### config.mk
export PLATFORM = sky130hd
export DESIGN_NAME = cpu_store_transfer_subtract_ops
export DESIGN_NICKNAME = d
export VERILOG_FILES = /design/src/common/sbc_store_pkg.sv /design/src/rtl/op_decoder.sv /design/src/rtl/sbc_alu.sv /design/src/rtl/sbc_store_core.sv
export SDC_FILE = /design/constraint.sdc
export NUM_CORES = 1
export LEC_CHECK = 0
export BUFFER_PORTS_ARGS = -buffer_cell sky130_fd_sc_hd__buf_2
export CAP_MARGIN = 30
export CORE_ASPECT_RATIO = 1.2
export CORE_MARGIN = 3
export CORE_UTILIZATION = 59
export CTS_CLUSTER_SIZE = 10
export DETAILED_ROUTE_END_ITERATION = 10
export GPL_TIMING_DRIVEN = 0
export PLACE_DENSITY_LB_ADDON = 0.15
export SETUP_SLACK_MARGIN = 0.05
export SLEW_MARGIN = 20
export SYNTH_ARGS = -nofsm -noshare
export SYNTH_HDL_FRONTEND = slang
export SYNTH_SLANG_ARGS = --single-unit
### constraint.sdc
create_clock -name clk -period 5.1 [get_ports clk]
set_input_delay 0.51 -clock clk [delete_from_list [all_inputs] [get_ports clk]]
set_output_delay 0.51 -clock clk [all_outputs]
set_load 0.005 [all_outputs]
### src/common/sbc_store_pkg.sv
package cpu_ops_pkg;

  // instruction groups handled by the core
  typedef enum logic [3:0] {
    op_none, op_subtract, op_set_carry, op_set_decimal, op_set_mask, op_store_acc,
    op_store_x, op_store_y, op_copy_a_x, op_copy_a_y, op_copy_s_x, op_copy_x_a,
    op_copy_x_s, op_copy_y_a, op_return
  } op_type;

  // addressing modes
  typedef enum logic [3:0] {
    m_impl, m_imm, m_zp, m_zpx, m_zpy, m_abs, m_absx, m_absy, m_indx, m_indy
  } mode_type;

  // subtract_with_borrow encodings
  localparam logic [7:0] OPC_SUB_IMM = 8'he9;
  localparam logic [7:0] OPC_SUB_ZP = 8'he5;
  localparam logic [7:0] OPC_SUB_ZPX = 8'hf5;
  localparam logic [7:0] OPC_SUB_ABS = 8'hed;
  localparam logic [7:0] OPC_SUB_ABSX = 8'hfd;
  localparam logic [7:0] OPC_SUB_ABSY = 8'hf9;
  localparam logic [7:0] OPC_SUB_INDX = 8'he1;
  localparam logic [7:0] OPC_SUB_INDY = 8'hf1;
  // flag set encodings
  localparam logic [7:0] OPC_SET_CARRY = 8'h38;
  localparam logic [7:0] OPC_SET_DEC = 8'hf8;
  localparam logic [7:0] OPC_SET_MASK = 8'h78;
  // store encodings
  localparam logic [7:0] OPC_ST_ACC_ZP = 8'h85;
  localparam logic [7:0] OPC_ST_ACC_ZPX = 8'h95;
  localparam logic [7:0] OPC_ST_ACC_ABS = 8'h8d;
  localparam logic [7:0] OPC_ST_ACC_ABSX = 8'h9d;
  localparam logic [7:0] OPC_ST_ACC_ABSY = 8'h99;
  localparam logic [7:0] OPC_ST_ACC_INDX = 8'h81;
  localparam logic [7:0] OPC_ST_ACC_INDY = 8'h91;
  localparam logic [7:0] OPC_ST_X_ZP = 8'h86;
  localparam logic [7:0] OPC_ST_X_ZPY = 8'h96;
  localparam logic [7:0] OPC_ST_X_ABS = 8'h8e;
  localparam logic [7:0] OPC_ST_Y_ZP = 8'h84;
  localparam logic [7:0] OPC_ST_Y_ZPX = 8'h94;
  localparam logic [7:0] OPC_ST_Y_ABS = 8'h8c;
  // transfer and return encodings
  localparam logic [7:0] OPC_COPY_A_X = 8'haa;
  localparam logic [7:0] OPC_COPY_A_Y = 8'ha8;
  localparam logic [7:0] OPC_COPY_S_X = 8'hba;
  localparam logic [7:0] OPC_COPY_X_A = 8'h8a;
  localparam logic [7:0] OPC_COPY_X_S = 8'h9a;
  localparam logic [7:0] OPC_COPY_Y_A = 8'h98;
  localparam logic [7:0] OPC_RETURN = 8'h60;

  // values after reset, stack and zero page numbers
  localparam logic [15:0] RESET_PC = 16'h0000;
  localparam logic [7:0] RESET_SP = 8'hff;
  localparam logic [7:0] RESET_REG = 8'h00;
  localparam logic [7:0] STACK_PAGE = 8'h01;
  localparam logic [7:0] ZERO_PAGE = 8'h00;
  // return sequence steps after the dummy stack read
  localparam logic [1:0] RTS_LAST_STEP = 2'h3;

endpackage

### src/rtl/op_decoder.sv
`timescale 1ns/1ps
`default_nettype none

module op_decoder
  import cpu_ops_pkg::*;
(
  // instruction byte
  input wire logic [7:0] opcode,
  // decoded class
  output op_type op,
  output mode_type mode,
  output logic is_store
);

  // opcode to operation and addressing mode
  always_comb begin
    op = op_none;
    mode = m_impl;
    case (opcode)
      OPC_SUB_IMM: begin op = op_subtract; mode = m_imm; end
      OPC_SUB_ZP: begin op = op_subtract; mode = m_zp; end
      OPC_SUB_ZPX: begin op = op_subtract; mode = m_zpx; end
      OPC_SUB_ABS: begin op = op_subtract; mode = m_abs; end
      OPC_SUB_ABSX: begin op = op_subtract; mode = m_absx; end
      OPC_SUB_ABSY: begin op = op_subtract; mode = m_absy; end
      OPC_SUB_INDX: begin op = op_subtract; mode = m_indx; end
      OPC_SUB_INDY: begin op = op_subtract; mode = m_indy; end
      OPC_SET_CARRY: op = op_set_carry;
      OPC_SET_DEC: op = op_set_decimal;
      OPC_SET_MASK: op = op_set_mask;
      OPC_ST_ACC_ZP: begin op = op_store_acc; mode = m_zp; end
      OPC_ST_ACC_ZPX: begin op = op_store_acc; mode = m_zpx; end
      OPC_ST_ACC_ABS: begin op = op_store_acc; mode = m_abs; end
      OPC_ST_ACC_ABSX: begin op = op_store_acc; mode = m_absx; end
      OPC_ST_ACC_ABSY: begin op = op_store_acc; mode = m_absy; end
      OPC_ST_ACC_INDX: begin op = op_store_acc; mode = m_indx; end
      OPC_ST_ACC_INDY: begin op = op_store_acc; mode = m_indy; end
      OPC_ST_X_ZP: begin op = op_store_x; mode = m_zp; end
      OPC_ST_X_ZPY: begin op = op_store_x; mode = m_zpy; end
      OPC_ST_X_ABS: begin op = op_store_x; mode = m_abs; end
      OPC_ST_Y_ZP: begin op = op_store_y; mode = m_zp; end
      OPC_ST_Y_ZPX: begin op = op_store_y; mode = m_zpx; end
      OPC_ST_Y_ABS: begin op = op_store_y; mode = m_abs; end
      OPC_COPY_A_X: op = op_copy_a_x;
      OPC_COPY_A_Y: op = op_copy_a_y;
      OPC_COPY_S_X: op = op_copy_s_x;
      OPC_COPY_X_A: op = op_copy_x_a;
      OPC_COPY_X_S: op = op_copy_x_s;
      OPC_COPY_Y_A: op = op_copy_y_a;
      OPC_RETURN: op = op_return;
      // anything else runs as a two-cycle no-op
      default: op = op_none;
    endcase
  end

  // stores write instead of read in their data cycle
  assign is_store = (op == op_store_acc) || (op == op_store_x) || (op == op_store_y);

endmodule

`default_nettype wire

### src/rtl/sbc_alu.sv
`timescale 1ns/1ps
`default_nettype none

module borrow_alu (
  // operands
  input wire logic [7:0] acc,
  input wire logic [7:0] operand,
  input wire logic carry_in,
  input wire logic decimal,
  // results
  output logic [7:0] result,
  output logic carry_out,
  output logic overflow,
  output logic negative,
  output logic zero
);

  logic [8:0] bin_sum; // binary difference with carry out
  logic [4:0] lo_diff; // low digit difference
  logic [4:0] hi_diff; // high digit difference
  logic [3:0] lo_adj; // corrected low digit
  logic [3:0] hi_adj; // corrected high digit

  // binary subtract as add of the complement, carry clear means borrow
  assign bin_sum = {1'b0, acc} + {1'b0, ~operand} + {8'h00, carry_in};
  assign carry_out = bin_sum[8];
  assign overflow = (acc[7] ^ operand[7]) & (acc[7] ^ bin_sum[7]);
  // flags follow the binary result, also in decimal mode
  assign negative = bin_sum[7];
  assign zero = (bin_sum[7:0] == 8'h00);

  // packed decimal: subtract per digit and take six off a digit that borrowed
  always_comb begin
    lo_diff = {1'b0, acc[3:0]} - {1'b0, operand[3:0]} - {4'h0, ~carry_in};
    lo_adj = lo_diff[4] ? (lo_diff[3:0] - 4'h6) : lo_diff[3:0];
    hi_diff = {1'b0, acc[7:4]} - {1'b0, operand[7:4]} - {4'h0, lo_diff[4]};
    hi_adj = hi_diff[4] ? (hi_diff[3:0] - 4'h6) : hi_diff[3:0];
    result = decimal ? {hi_adj, lo_adj} : bin_sum[7:0];
  end

endmodule

`default_nettype wire

### src/rtl/sbc_store_core.sv
// Function
// - subtract operand and borrow from accumulator
// - decode absolute, indexed and indirect subtract forms
// - subtract cycle counts, page cross adds one
// - three implied opcodes set carry, decimal, mask
// - store accumulator, fixed cycle counts, no adjustment
// - store index x in three modes
// - store index y in three modes
// - copy accumulator to x, two cycles
// - copy accumulator to y, two cycles
// - copy stack pointer to x, two cycles
// - copy x to accumulator, two cycles
// - copy x to stack pointer, two cycles
// - copy y to accumulator, two cycles
// - return pulls pc, adds one, six cycles
`timescale 1ns/1ps
`default_nettype none

module cpu_store_transfer_subtract_ops
  import cpu_ops_pkg::*;
(
  // clock and reset
  input wire logic clk,
  input wire logic srst,
  // memory bus
  output logic [15:0] addr,
  output logic [7:0] wdata,
  output logic we,
  input wire logic [7:0] rdata,
  // status
  output logic sync,
  output logic [15:0] pc,
  output logic [7:0] acc,
  output logic [7:0] xreg,
  output logic [7:0] yreg,
  output logic [7:0] sp,
  output logic [7:0] flags
);

  // one state per processor cycle kind
  typedef enum logic [3:0] {
    st_fetch, st_op1, st_op2, st_zpidx, st_ptr_lo, st_ptr_hi, st_fix, st_data, st_rts
  } state_type;

  state_type state, next_state; // cycle sequencer
  logic [7:0] ir, next_ir; // latched opcode
  logic [15:0] next_pc; // program counter
  logic [15:0] ea, next_ea; // effective address
  logic [7:0] tmp, next_tmp; // pointer or pulled low byte
  logic fix_carry, next_fix_carry; // high byte needs increment
  logic [1:0] step, next_step; // return sequence step
  logic [7:0] next_acc, next_xreg, next_yreg, next_sp; // user registers
  logic fn, fz, fc, fi, fd, fv; // processor flags
  logic next_fn, next_fz, next_fc, next_fi, next_fd, next_fv;
  op_type op; // decoded operation
  mode_type mode; // decoded addressing mode
  logic is_store; // store instruction
  logic [8:0] idx_sum; // low byte plus index
  logic [7:0] index; // index for the current mode
  logic do_sub; // subtract executes this cycle
  logic [7:0] sub_res; // subtract result
  logic sub_c, sub_v, sub_n, sub_z; // subtract flags

  // negative and zero of a byte
  function automatic logic [1:0] nz_of(input logic [7:0] v);
    nz_of = {v[7], v == 8'h00};
  endfunction

  // decoder of the latched opcode
  op_decoder u_dec (
    .opcode(ir),
    .op(op),
    .mode(mode),
    .is_store(is_store)
  );

  // subtract datapath
  borrow_alu u_alu (
    .acc(acc),
    .operand(rdata),
    .carry_in(fc),
    .decimal(fd),
    .result(sub_res),
    .carry_out(sub_c),
    .overflow(sub_v),
    .negative(sub_n),
    .zero(sub_z)
  );

  // y indexes y-modes, x the rest
  assign index = (mode == m_zpy || mode == m_absy || mode == m_indy) ? yreg : xreg;
  assign idx_sum = (state == st_ptr_hi) ? ({1'b0, tmp} + {1'b0, yreg})
                                         : ({1'b0, ea[7:0]} + {1'b0, index});
  // subtract runs on the operand cycle for immediate, else the data cycle
  assign do_sub = (op == op_subtract)
                  && ((state == st_op1 && mode == m_imm) || state == st_data);
  assign sync = (state == st_fetch);
  assign flags = {fn, fv, 1'b1, 1'b0, fd, fi, fz, fc};

  // bus address and write strobe per cycle
  always_comb begin
    addr = pc;
    we = 1'b0;
    wdata = 8'h00;
    case (state)
      st_zpidx, st_ptr_lo, st_ptr_hi, st_fix: addr = ea; // dummy or pointer reads
      st_data: begin
        addr = ea;
        we = is_store;
        // only stores reach here with a write
        if (op == op_store_x) begin
          wdata = xreg;
        end else if (op == op_store_y) begin
          wdata = yreg;
        end else begin
          wdata = acc;
        end
      end
      st_rts: addr = (step == RTS_LAST_STEP) ? pc : {STACK_PAGE, sp};
      default: addr = pc;
    endcase
  end

  // next state of sequencer and registers
  always_comb begin
    next_state = state;
    next_ir = ir;
    next_pc = pc;
    next_ea = ea;
    next_tmp = tmp;
    next_fix_carry = fix_carry;
    next_step = step;
    next_acc = acc;
    next_xreg = xreg;
    next_yreg = yreg;
    next_sp = sp;
    {next_fn, next_fz, next_fc, next_fi, next_fd, next_fv} = {fn, fz, fc, fi, fd, fv};
    case (state)
      // opcode fetch
      st_fetch: begin
        next_ir = rdata;
        next_pc = pc + 16'h0001;
        next_state = st_op1;
      end
      // second byte, or the implied instruction's spare cycle
      st_op1: begin
        next_state = st_fetch;
        if (mode != m_impl) begin
          next_pc = pc + 16'h0001;
          next_ea = {ZERO_PAGE, rdata};
        end
        case (mode)
          m_impl: begin
            case (op)
              op_set_carry: next_fc = 1'b1;
              op_set_decimal: next_fd = 1'b1;
              op_set_mask: next_fi = 1'b1;
              op_copy_a_x: begin
                next_xreg = acc;
                {next_fn, next_fz} = nz_of(acc);
              end
              op_copy_a_y: begin
                next_yreg = acc;
                {next_fn, next_fz} = nz_of(acc);
              end
              op_copy_s_x: begin
                next_xreg = sp;
                {next_fn, next_fz} = nz_of(sp);
              end
              op_copy_x_a: begin
                next_acc = xreg;
                {next_fn, next_fz} = nz_of(xreg);
              end
              op_copy_x_s: next_sp = xreg;
              op_copy_y_a: begin
                next_acc = yreg;
                {next_fn, next_fz} = nz_of(yreg);
              end
              op_return: begin
                next_state = st_rts;
                next_step = 2'h0;
              end
              default: next_state = st_fetch;
            endcase
          end
          m_imm: next_state = st_fetch;
          m_zp: next_state = st_data;
          m_zpx, m_zpy, m_indx: next_state = st_zpidx;
          m_indy: next_state = st_ptr_lo;
          default: begin
            // absolute forms take a third byte
            next_ea = {8'h00, rdata};
            next_state = st_op2;
          end
        endcase
      end
      // high address byte, index added to the low byte in the indexed absolute forms
      st_op2: begin
        next_pc = pc + 16'h0001;
        if (mode == m_abs) begin
          next_ea = {rdata, ea[7:0]};
          next_state = st_data;
        end else begin
          next_ea = {rdata, idx_sum[7:0]};
          next_fix_carry = idx_sum[8];
          // reads skip the fix cycle unless the page is crossed
          next_state = (idx_sum[8] || is_store) ? st_fix : st_data;
        end
      end
      // zero page index add, wraps within page zero
      st_zpidx: begin
        next_ea = {ZERO_PAGE, idx_sum[7:0]};
        next_state = (mode == m_indx) ? st_ptr_lo : st_data;
      end
      // pointer low byte
      st_ptr_lo: begin
        next_tmp = rdata;
        next_ea = {ZERO_PAGE, ea[7:0] + 8'h01};
        next_state = st_ptr_hi;
      end
      // pointer high byte, post-index for indirect-indexed
      st_ptr_hi: begin
        if (mode == m_indx) begin
          next_ea = {rdata, tmp};
          next_state = st_data;
        end else begin
          next_ea = {rdata, idx_sum[7:0]};
          next_fix_carry = idx_sum[8];
          next_state = (idx_sum[8] || is_store) ? st_fix : st_data;
        end
      end
      // page correction cycle
      st_fix: begin
        next_ea = {ea[15:8] + {7'h00, fix_carry}, ea[7:0]};
        next_state = st_data;
      end
      // operand read or store write
      st_data: next_state = st_fetch;
      // return: stack dummy, pull low, pull high, increment
      st_rts: begin
        next_step = step + 2'h1;
        case (step)
          2'h0: next_sp = sp + 8'h01;
          2'h1: begin
            next_tmp = rdata;
            next_sp = sp + 8'h01;
          end
          2'h2: next_pc = {rdata, tmp};
          default: begin
            next_pc = pc + 16'h0001;
            next_state = st_fetch;
          end
        endcase
      end
      default: next_state = st_fetch;
    endcase
    // subtract write-back and flags
    if (do_sub) begin
      next_acc = sub_res;
      {next_fn, next_fz, next_fc, next_fv} = {sub_n, sub_z, sub_c, sub_v};
    end
  end

  // register stage
  always_ff @(posedge clk) begin
    if (srst) begin
      state <= st_fetch;
      ir <= RESET_REG;
      pc <= RESET_PC;
      ea <= 16'h0000;
      tmp <= RESET_REG;
      fix_carry <= 1'b0;
      step <= 2'h0;
      acc <= RESET_REG;
      xreg <= RESET_REG;
      yreg <= RESET_REG;
      sp <= RESET_SP;
      {fn, fz, fc, fi, fd, fv} <= 6'h04;
    end else begin
      state <= next_state;
      ir <= next_ir;
      pc <= next_pc;
      ea <= next_ea;
      tmp <= next_tmp;
      fix_carry <= next_fix_carry;
      step <= next_step;
      acc <= next_acc;
      xreg <= next_xreg;
      yreg <= next_yreg;
      sp <= next_sp;
      {fn, fz, fc, fi, fd, fv} <= {next_fn, next_fz, next_fc, next_fi, next_fd, next_fv};
    end
  end
endmodule

`default_nettype wire

Word-level counts from Yosys, hierarchy flattened

Cells that the tools add are included.

Register bits: 92
Latch bits: 0
Memory bits (writable): 0
Bits in read-only memories: 0
Input bits: 10
Output and inout port bits: 82
Word-level logic and storage cells: 230
Memories: 0

$add $sub $neg: 15
Multipliers: 0
Div/mod/pow operators: 0
Order comparisons: 0
Eq/ne operators: 74
Shift-type cells: 0
Multiplexer cells: 58
Bitwise operators: 6
Reductions and logical operators: 60

Operators by type and width:

| kind                  | number |
|---|---|
| $eq 8x8->1 const B    | 28 |
| $mux 8                | 14 |
| $pmux 16 s6           | 1 |
| $mux 16               | 4 |
| $pmux 16 s2           | 2 |
| $pmux 8 s2            | 4 |
| $pmux 4 s14           | 1 |
| $pmux 16 s3           | 1 |
| $eq 4x3->1 const B    | 10 |
| $eq 4x4->1 const B    | 10 |
| $logic_not 8->1       | 5 |
| $pmux 4 s9            | 1 |
| $pmux 4 s8            | 1 |
| $add 8x8->9           | 3 |
| $reduce_and 3->1      | 9 |
| $eq 4x2->1 const B    | 6 |
| $pmux 4 s5            | 1 |
| $add 16x1->16 const B | 1 |
| $add 8x1->8 const B   | 2 |
| $eq 8x7->1 const B    | 2 |
| $mux 1                | 16 |
| $mux 4                | 4 |
| $reduce_or 3->1       | 5 |
| $reduce_bool 2->1     | 7 |
| other kinds (37)      | 75 |

Longest topological paths before layout

Gate-level depths: netlist (run 1).

Depth in word-level cells: 13
Gate-level depth with buffers: 18

Hierarchy

A second synthesis (run 1) with hierarchy kept.

Cell total of the unflattened synthesis: 1061
Area total of the unflattened synthesis: 8090.3 um2

By module, submodules not included:

| module                          | times used | cells an instance | area each (um2) | sequential area each (um2) |
|---|---|---|---|---|
| cpu_store_transfer_subtract_ops | 1          | 845               | 6555.0          | 1841.8 |
| borrow_alu                      | 1          | 138               | 1061.0          | 0.0 |
| op_decoder                      | 1          | 78                | 474.2           | 0.0 |

Worst setup path before layout (run 1)

Ideal clock, no wire load.

Kind: input to register
From: input rdata[0]
To: register acc[7]
Arrival time: 3.546 ns
Data required time: 5.026 ns
Slack: 1.479 ns
Cell stages on the path: 16
Cells stage by stage: fa_1 inv_1 fa_1 nand2b_1 a21oi_1 xnor2_1 inv_1 fa_1 inv_1 fa_1 ha_1 a21oi_1 xnor2_1 nor2_1 a211o_1 a31oi_1

Longest elaborated chain between the ends: 7
Elaborated cells on any way between the ends: 10
Those cells by class: add/sub: 6; mux: 3; bitwise: 1

Ends and longest elaborated chain:

| what                 | line                  | source |
|---|---|---|
| start, declared      | sbc_store_core.sv:29  | `input wire logic [7:0] rdata,` |
| $sub 4x4->5          | sbc_alu.sv:34         | `lo_diff = {1'b0, acc[3:0]} - {1'b0, operand[3:0]} - {4'h0, ~carry_in};` |
| $sub 5x1->5          | sbc_alu.sv:34         |  |
| $sub 5x1->5          | sbc_alu.sv:36         | `hi_diff = {1'b0, acc[7:4]} - {1'b0, operand[7:4]} - {4'h0, lo_diff[4]};` |
| $sub 4x3->4          | sbc_alu.sv:37         | `hi_adj = hi_diff[4] ? (hi_diff[3:0] - 4'h6) : hi_diff[3:0];` |
| $mux 4               | sbc_alu.sv:37         |  |
| $mux 8 (*)           | sbc_alu.sv:38         | `result = decimal ? {hi_adj, lo_adj} : bin_sum[7:0];` |
| $mux 8 (*)           | sbc_store_core.sv:258 | `if (do_sub) begin` |
| end signal, assigned | sbc_store_core.sv:287 | `acc <= next_acc;` |
| end, declared        | sbc_store_core.sv:33  | `output logic [7:0] acc,` |

Every way passes the cells marked *; elsewhere a longest branch is shown, timed or not.
A chain may end at the register's enable or synchronous reset.

Worst setup path in the final report (run 1)

From: register acc[0]
To: register acc[7]

Longest elaborated chain between the ends: 7
Elaborated cells on any way between the ends: 9
Those cells by class: add/sub: 6; mux: 3

Ends and longest elaborated chain:

| what        | line |
|---|---|
| $sub 4x4->5 | sbc_alu.sv:34 |
| $sub 5x1->5 | sbc_alu.sv:34 |
| $sub 5x1->5 | sbc_alu.sv:36 |
| $sub 4x3->4 | sbc_alu.sv:37 |
| $mux 4      | sbc_alu.sv:37 |
| $mux 8 (*)  | sbc_alu.sv:38 |
| $mux 8 (*)  | sbc_store_core.sv:258 |

Marks and branches as above.

==> flow_metrics.tcl, run 1 <==
set metrics [dict create \
    gr-total-overflow 0 \
    cpLargestDelayFamily "adder cells" \
    fin_util 0.686 \
    start_util 0.611 \
    ant_nets 0 \
    drt-total-wl_um 27800 \
    dp.cells 1283 \
    clockRootBuffer "clkbuf_16" \
    path_clk_slew_ps 60 \
    die_x_um 111 \
    finalSetupViolations 0 \
    instances_no_fill 1298 \
    cts_buffers 9 \
    antenna_found_initial 0 \
    syn_area_per_cell_um2 7.59 \
    cellPowerDensity_nw_per_um2 241 \
    cts_sinks 92 \
    vias 8604 \
    ctsHoldBuffers 0 \
    n_fill_cell 1142 \
    cp-end-kind "flop" \
    rsz0062_at_grt "no" \
    tightest_slew_ps 918 \
    clock_latency_ps 360 \
    fp.dieH_um 132 \
    slowest_delay_ps 540 \
    final_hold_viol_count 0 \
    cap_violations 0 \
    io_buffers 88 \
    grtUsageTotal 0.372 \
    grt_max_degree 15 \
    netlist_area_um2 7800 \
    register_area_um2 1840 \
    stdcell_area_um2 8770 \
    netlist_instances 1029 \
    vdd_drop_max_v 0.000155 \
    fin_setup_tns_ps 0 \
    fin_crit_sh 0.803 \
    yosys_register_bits 92 \
    worst-path-max-fanout 7 \
    fin_skew_ps 7.37 \
    maxSlewViolCount 0 \
    crit_path_cell_trace "inv_1, fa_1, inv_1, fa_1, nand2b_1, a21oi_1, xnor2_1, inv_1, fa_1, inv_1, fa_1, ha_1, a21oi_1, xnor2_1, nor2_1, a211o_1, a31oi_1" \
    critPathKind "reg2reg" \
    final_cell_mix "122 x nor2_1, 98 x buf_2, 92 x nand2_1, 92 x dfxtp_1, 78 x a21oi_1" \
    relSlewSlack 0.372 \
    period_needed_ps 4090 \
    dpl_cell_area_um2 8460 \
    gp_congestion 1.04 \
    row_count 45 \
    dr.pass1.iters 5 \
    grt_pass1_wl_um 43100 \
    dp_hpwl_um 20800 \
    fmax_mhz 244 \
    cp.arrival_ps 4380 \
    grt_pass1_vias 7904 \
    area_delta_synth_final_pct 12.3 \
    hp-class "reg2reg" \
    multi_input_area_um2 5520 \
    worst_ep_required_time_ps 5380 \
    final_common_cell "nor2_1" \
    diodes 0 \
    synth_edf_count 0 \
    cp.buffers_inverters 4 \
    synth_ff_type "dfxtp_1" \
    route.detailed.drc 0 \
    async_flop_share 0 \
    fin_nets 1195 \
    cp-start-kind "flop" \
    ys_types 82 \
    via_per_inst 6.63 \
    outcome "finished, final reports clean" \
    crit_slowest_cell "dfxtp_1" \
    avgRoutedWirePerCell_um 21.4 \
    yosysSeqAreaShare 0.236 \
    dieArea_um2 14700 \
    io-pin-count 92 \
    cts-resized-gates 0 \
    cts_tree "built" \
    cts_setup_buffers 0 \
    drive_above_1_share 0.142 \
    clock_path_buffers 2 \
    ctsHtreeMaxLevel 3 \
    core_um2 12800 \
    initialDrtViolationCount 1065 \
    yosys_warnings 0 \
    power.leakage_uw 0.00381 \
]
==> kinds of logic after synthesis <==
logic type                 share of synthesized area
DFF                                            0.236
muxes                                         0.0624
AOI/OAI and AO/OA                              0.255
and+or+nand+nor                                0.253
xor gates and xnor gates                      0.0402
adders and majority gates                     0.0949
other                                       0.000962
buffers and inverters                         0.0575
==> cells in the mapped netlist (12+ instances only) <==
| cell type | count | area share |
|---|---|---|
| nor3_1 | 15 | 0.0096 |
| xor2_1 | 15 | 0.017 |
| and2_1 | 12 | 0.0096 |
| and3_1 | 12 | 0.0096 |
| a22oi_1 | 20 | 0.019 |
| nor4_1 | 12 | 0.0096 |
| ha_1 | 48 | 0.077 |
| nor2_1 | 122 | 0.059 |
| mux2_2 | 13 | 0.019 |
| a21oi_1 | 78 | 0.050 |
| inv_1 | 39 | 0.019 |
| nand2_1 | 92 | 0.044 |
| mux2i_1 | 34 | 0.044 |
| clkbuf_1 | 43 | 0.021 |
| nand2b_1 | 19 | 0.015 |
| dfxtp_1 | 92 | 0.24 |
| a211oi_1 | 29 | 0.028 |
| a31oi_1 | 12 | 0.0096 |
| o21ai_0 | 49 | 0.031 |
| xnor2_1 | 19 | 0.021 |
| nand3_1 | 43 | 0.028 |
==> report_power, final <==
part / internal (µW) / leakage [µW] / switching, µW
clock: 403 / 0.000151 / 297
combinational: 208 / 0.00291 / 356
sequential: 762 / 0.000747 / 82.6
==> state kept, by name, indices dropped and copies added (netlist names) <==
register,flops
tmp,8
yreg,8
fn,1
fv,1
acc,8
fd,1
sp,8
pc,16
fix_carry,1
xreg,8
step,2
fz,1
fc,1
ir,8
ea,16
state,4
==> worst paths after layout <==
kind	from	to	slack (ps)	cells after the start
max	acc[0]$_SDFFE_PP0P_	acc[7]$_SDFFE_PP0P_	1010	17
min	fv$_SDFFE_PP0P_	fv$_SDFFE_PP0P_	460	2
max reg2reg	acc[0]$_SDFFE_PP0P_	acc[7]$_SDFFE_PP0P_	1010	17
min reg2reg	fv$_SDFFE_PP0P_	fv$_SDFFE_PP0P_	460	2
==> layout make-up <==
type	instances	area share
Multi-Input combinational cell	832	0.629
Sequential cell	92	0.210
Timing Repair Buffer	89	0.0514
Buffer	67	0.0345
Clock buffer	11	0.0288
Tap cell	164	0.0234
Inverter	39	0.0167
Clock inverter	4	0.00557
==> per-stage QoR <==
step / worst slack, ps / hold slack [ps] / power [µW]
detailed placement: 892 / 453 / 1410
CTS: 1000 / 461 / 2100
floorplan: 1480 / 432 / 1220
finish: 1010 / 460 / 2110
global route: 787 / 475 / 2190
global placement: 940 / 448 / 1400
==> layer usage <==
layer / track usage / up-vias / part of all wire
met5: 0 / - / 0
met4: 0.234 / 0 / 0.065
met3: 0.0794 / 124 / 0.10
met2: 0.569 / 519 / 0.44
met1: 0.475 / 3996 / 0.39
li1: - / 3965 / -
==> worst register-to-register path, cell delays in order, from the launching register on <==
cell and delay [ps]:
dfxtp_1 540, inv_1 110, fa_1 430, inv_1 140, fa_1 220, nand2b_1 120, a21oi_1 80, xnor2_1 390
inv_1 100, fa_1 360, inv_1 110, fa_1 460, ha_1 200, a21oi_1 150, xnor2_1 160, nor2_1 60
a211o_1 280, a31oi_1 120
(Power assumes the default switching activity.)
==> inputs of run 2 (changes only) <==
clock period = 4 ns   (was 5.1 ns; I/O delays follow)
==> run 2 against run 1 <==
Effect of this change:
- non-clock buffer count grew 1
- hold slack worse by 53 ps
- worst setup slack got worse by 790 ps
- register-to-register slack lost 790 ps
- sequential power grew 28%
- count of clock-buffer cells in the layout stayed put
- critical path type unchanged
- largest power group unchanged
==> flow_metrics.tcl, run 2 (synthesized netlist as in run 1, its figures left out) <==
set metrics [dict create \
    tightest_slew_ps 924 \
    power.leakage_uw 0.00383 \
    gr-total-overflow 0 \
    ctsHoldBuffers 0 \
    power.clock.fraction 0.332 \
    grt_max_degree 15 \
    clock_latency_ps 360 \
    gp_congestion 1.04 \
    period_needed_ps 3780 \
    final_hold_viol_count 0 \
    maxSlewViolCount 0 \
    vias 8619 \
    die_x_um 111 \
    drive_above_1_share 0.152 \
    cp.buffers_inverters 2 \
    p_seq_frac 0.399 \
    diodes 0 \
    io-pin-count 92 \
    cap_violations 0 \
    io_buffers 88 \
    path_clk_slew_ps 70 \
    top_regs "ea: 16 flops, pc: 16 flops" \
    relSlewSlack 0.368 \
    initialDrtViolationCount 1151 \
    dr.pass1.iters 8 \
    cts_tree "built" \
    finalSetupViolations 0 \
    dp_hpwl_um 20800 \
    cellPowerDensity_nw_per_um2 306 \
    ant_nets 0 \
    crit_path_cell_trace "and4bb_2, nand4_1, o41a_1, buf_4, mux2_2, ha_1, inv_1, fa_1, nand2b_1, a21oi_1, o21ai_0, nand2b_1, a2111oi_1, nor4_2, a31o_2" \
    grt_pass1_vias 7892 \
    cts_sinks 92 \
    clock_path_buffers 2 \
    start_util 0.611 \
    cp-start-kind "flop" \
    crit_slowest_cell "a2111oi_1" \
    row_count 45 \
    avgRoutedWirePerCell_um 21.4 \
    switching_power_uw 946 \
    cpMostUsedCell "nand2b_1" \
    route.detailed.drc 0 \
    vdd_drop_max_v 0.000198 \
    rsz0062_at_grt "no" \
    drt-total-wl_um 27800 \
    cp-end-kind "flop" \
    ctsHtreeMaxLevel 3 \
    worst-path-max-fanout 8 \
    outcome "finished, final reports clean" \
    whs_ps 407 \
    grtUsageTotal 0.372 \
    clockRootBuffer "clkbuf_16" \
    via_per_inst 6.64 \
    final_cell_mix "122 x nor2_1, 98 x buf_2, 92 x nand2_1" \
    antenna_found_initial 0 \
    cpLargestDelayFamily "compound AO/OA/AOI/OAI gates" \
    core_um2 12800 \
    cp.arrival_ps 4040 \
    fin_nets 1196 \
    dieArea_um2 14700 \
    cts_buffers 9 \
    p_sw_frac 0.351 \
    fin_skew_ps 10.5 \
    final_common_cell "nor2_1" \
    critPathKind "reg2reg" \
    area_delta_synth_final_pct 12.9 \
    worst_ep_required_time_ps 4260 \
    fin_crit_sh 0.946 \
    fmax_mhz 264 \
    p_int_uw 1750 \
    grt_pass1_wl_um 43100 \
    power_frac_comb 0.269 \
    fp.dieH_um 132 \
    n_fill_cell 1130 \
    hp-class "in2reg" \
    power.total_uw 2700 \
    slowest_delay_ps 590 \
    fin_setup_tns_ps 0 \
]
## run 2: worst register-to-register path, cell delays in order, from the launching register on
cell,delay (ps)
dfxtp_1,470
and4bb_2,320
nand4_1,150
o41a_1,160
buf_4,170
mux2_2,380
ha_1,230
inv_1,80
fa_1,230
nand2b_1,150
a21oi_1,80
o21ai_0,150
nand2b_1,110
a2111oi_1,590
nor4_2,150
a31o_2,270
## run 2: final timing paths
kind                                          from                endpoint  slack, ps  cells past startpoint
worst max register to register  ir[5]$_SDFFE_PP0P_  fix_carry$_SDFFE_PP0P_        220                     15
worst min register to register     fv$_SDFFE_PP0P_         fv$_SDFFE_PP0P_        470                      2
worst min-delay path                          srst   state[2]$_SDFFE_PP0P_        410                      3
worst max-delay path            ir[5]$_SDFFE_PP0P_  fix_carry$_SDFFE_PP0P_        220                     15
## run 2: area by class of cell
class	count	area, µm²	area share
clock buffers	11	253	0.0287
clock inverters	4	48.8	0.00554
flip-flops and latches	92	1850	0.210
multi-input cells	832	5550	0.629
repair buffers	91	465	0.0528
well taps	164	205	0.0233
inverters	39	146	0.0166
plain buffers	66	300	0.0341
## run 2: layer usage
metal  vias up  wire length, µm  share of wire  track usage
met5         -                0              0            0
met3       128             2900           0.10       0.0794
met4         0             1840          0.066        0.234
li1       3960                -              -            -
met2       518            12200           0.44        0.568
met1      4013            10900           0.39        0.475
## run 2: power groups by stage
stage | clock network (µW) | logic [µW] | registers, µW
global route | 927 | 790 | 1080
detailed placement | 0 | 701 | 1090
CTS | 899 | 707 | 1070
floorplan | 0 | 502 | 1050
finish | 897 | 725 | 1080
global placement | 0 | 694 | 1090
## run 2: what timing repair did
item,CTS,global route
pin swaps,0,3
buffers inserted,0,2
setup endpoints to repair,5,6
gates resized for setup,1,13
## run 2: stage by stage
step | std cells | util | area, µm² | worst slack, ps
after floorplan | 1030 | - | 7810 | 432
after global placement | 1282 | 0.661 | 8450 | -50.1
after detailed placement | 1283 | 0.662 | 8460 | -97.9
after CTS | 1297 | 0.686 | 8770 | 27.9
after global routing | 1299 | 0.690 | 8810 | 55.5
final | 1299 | 0.690 | 8810 | 217
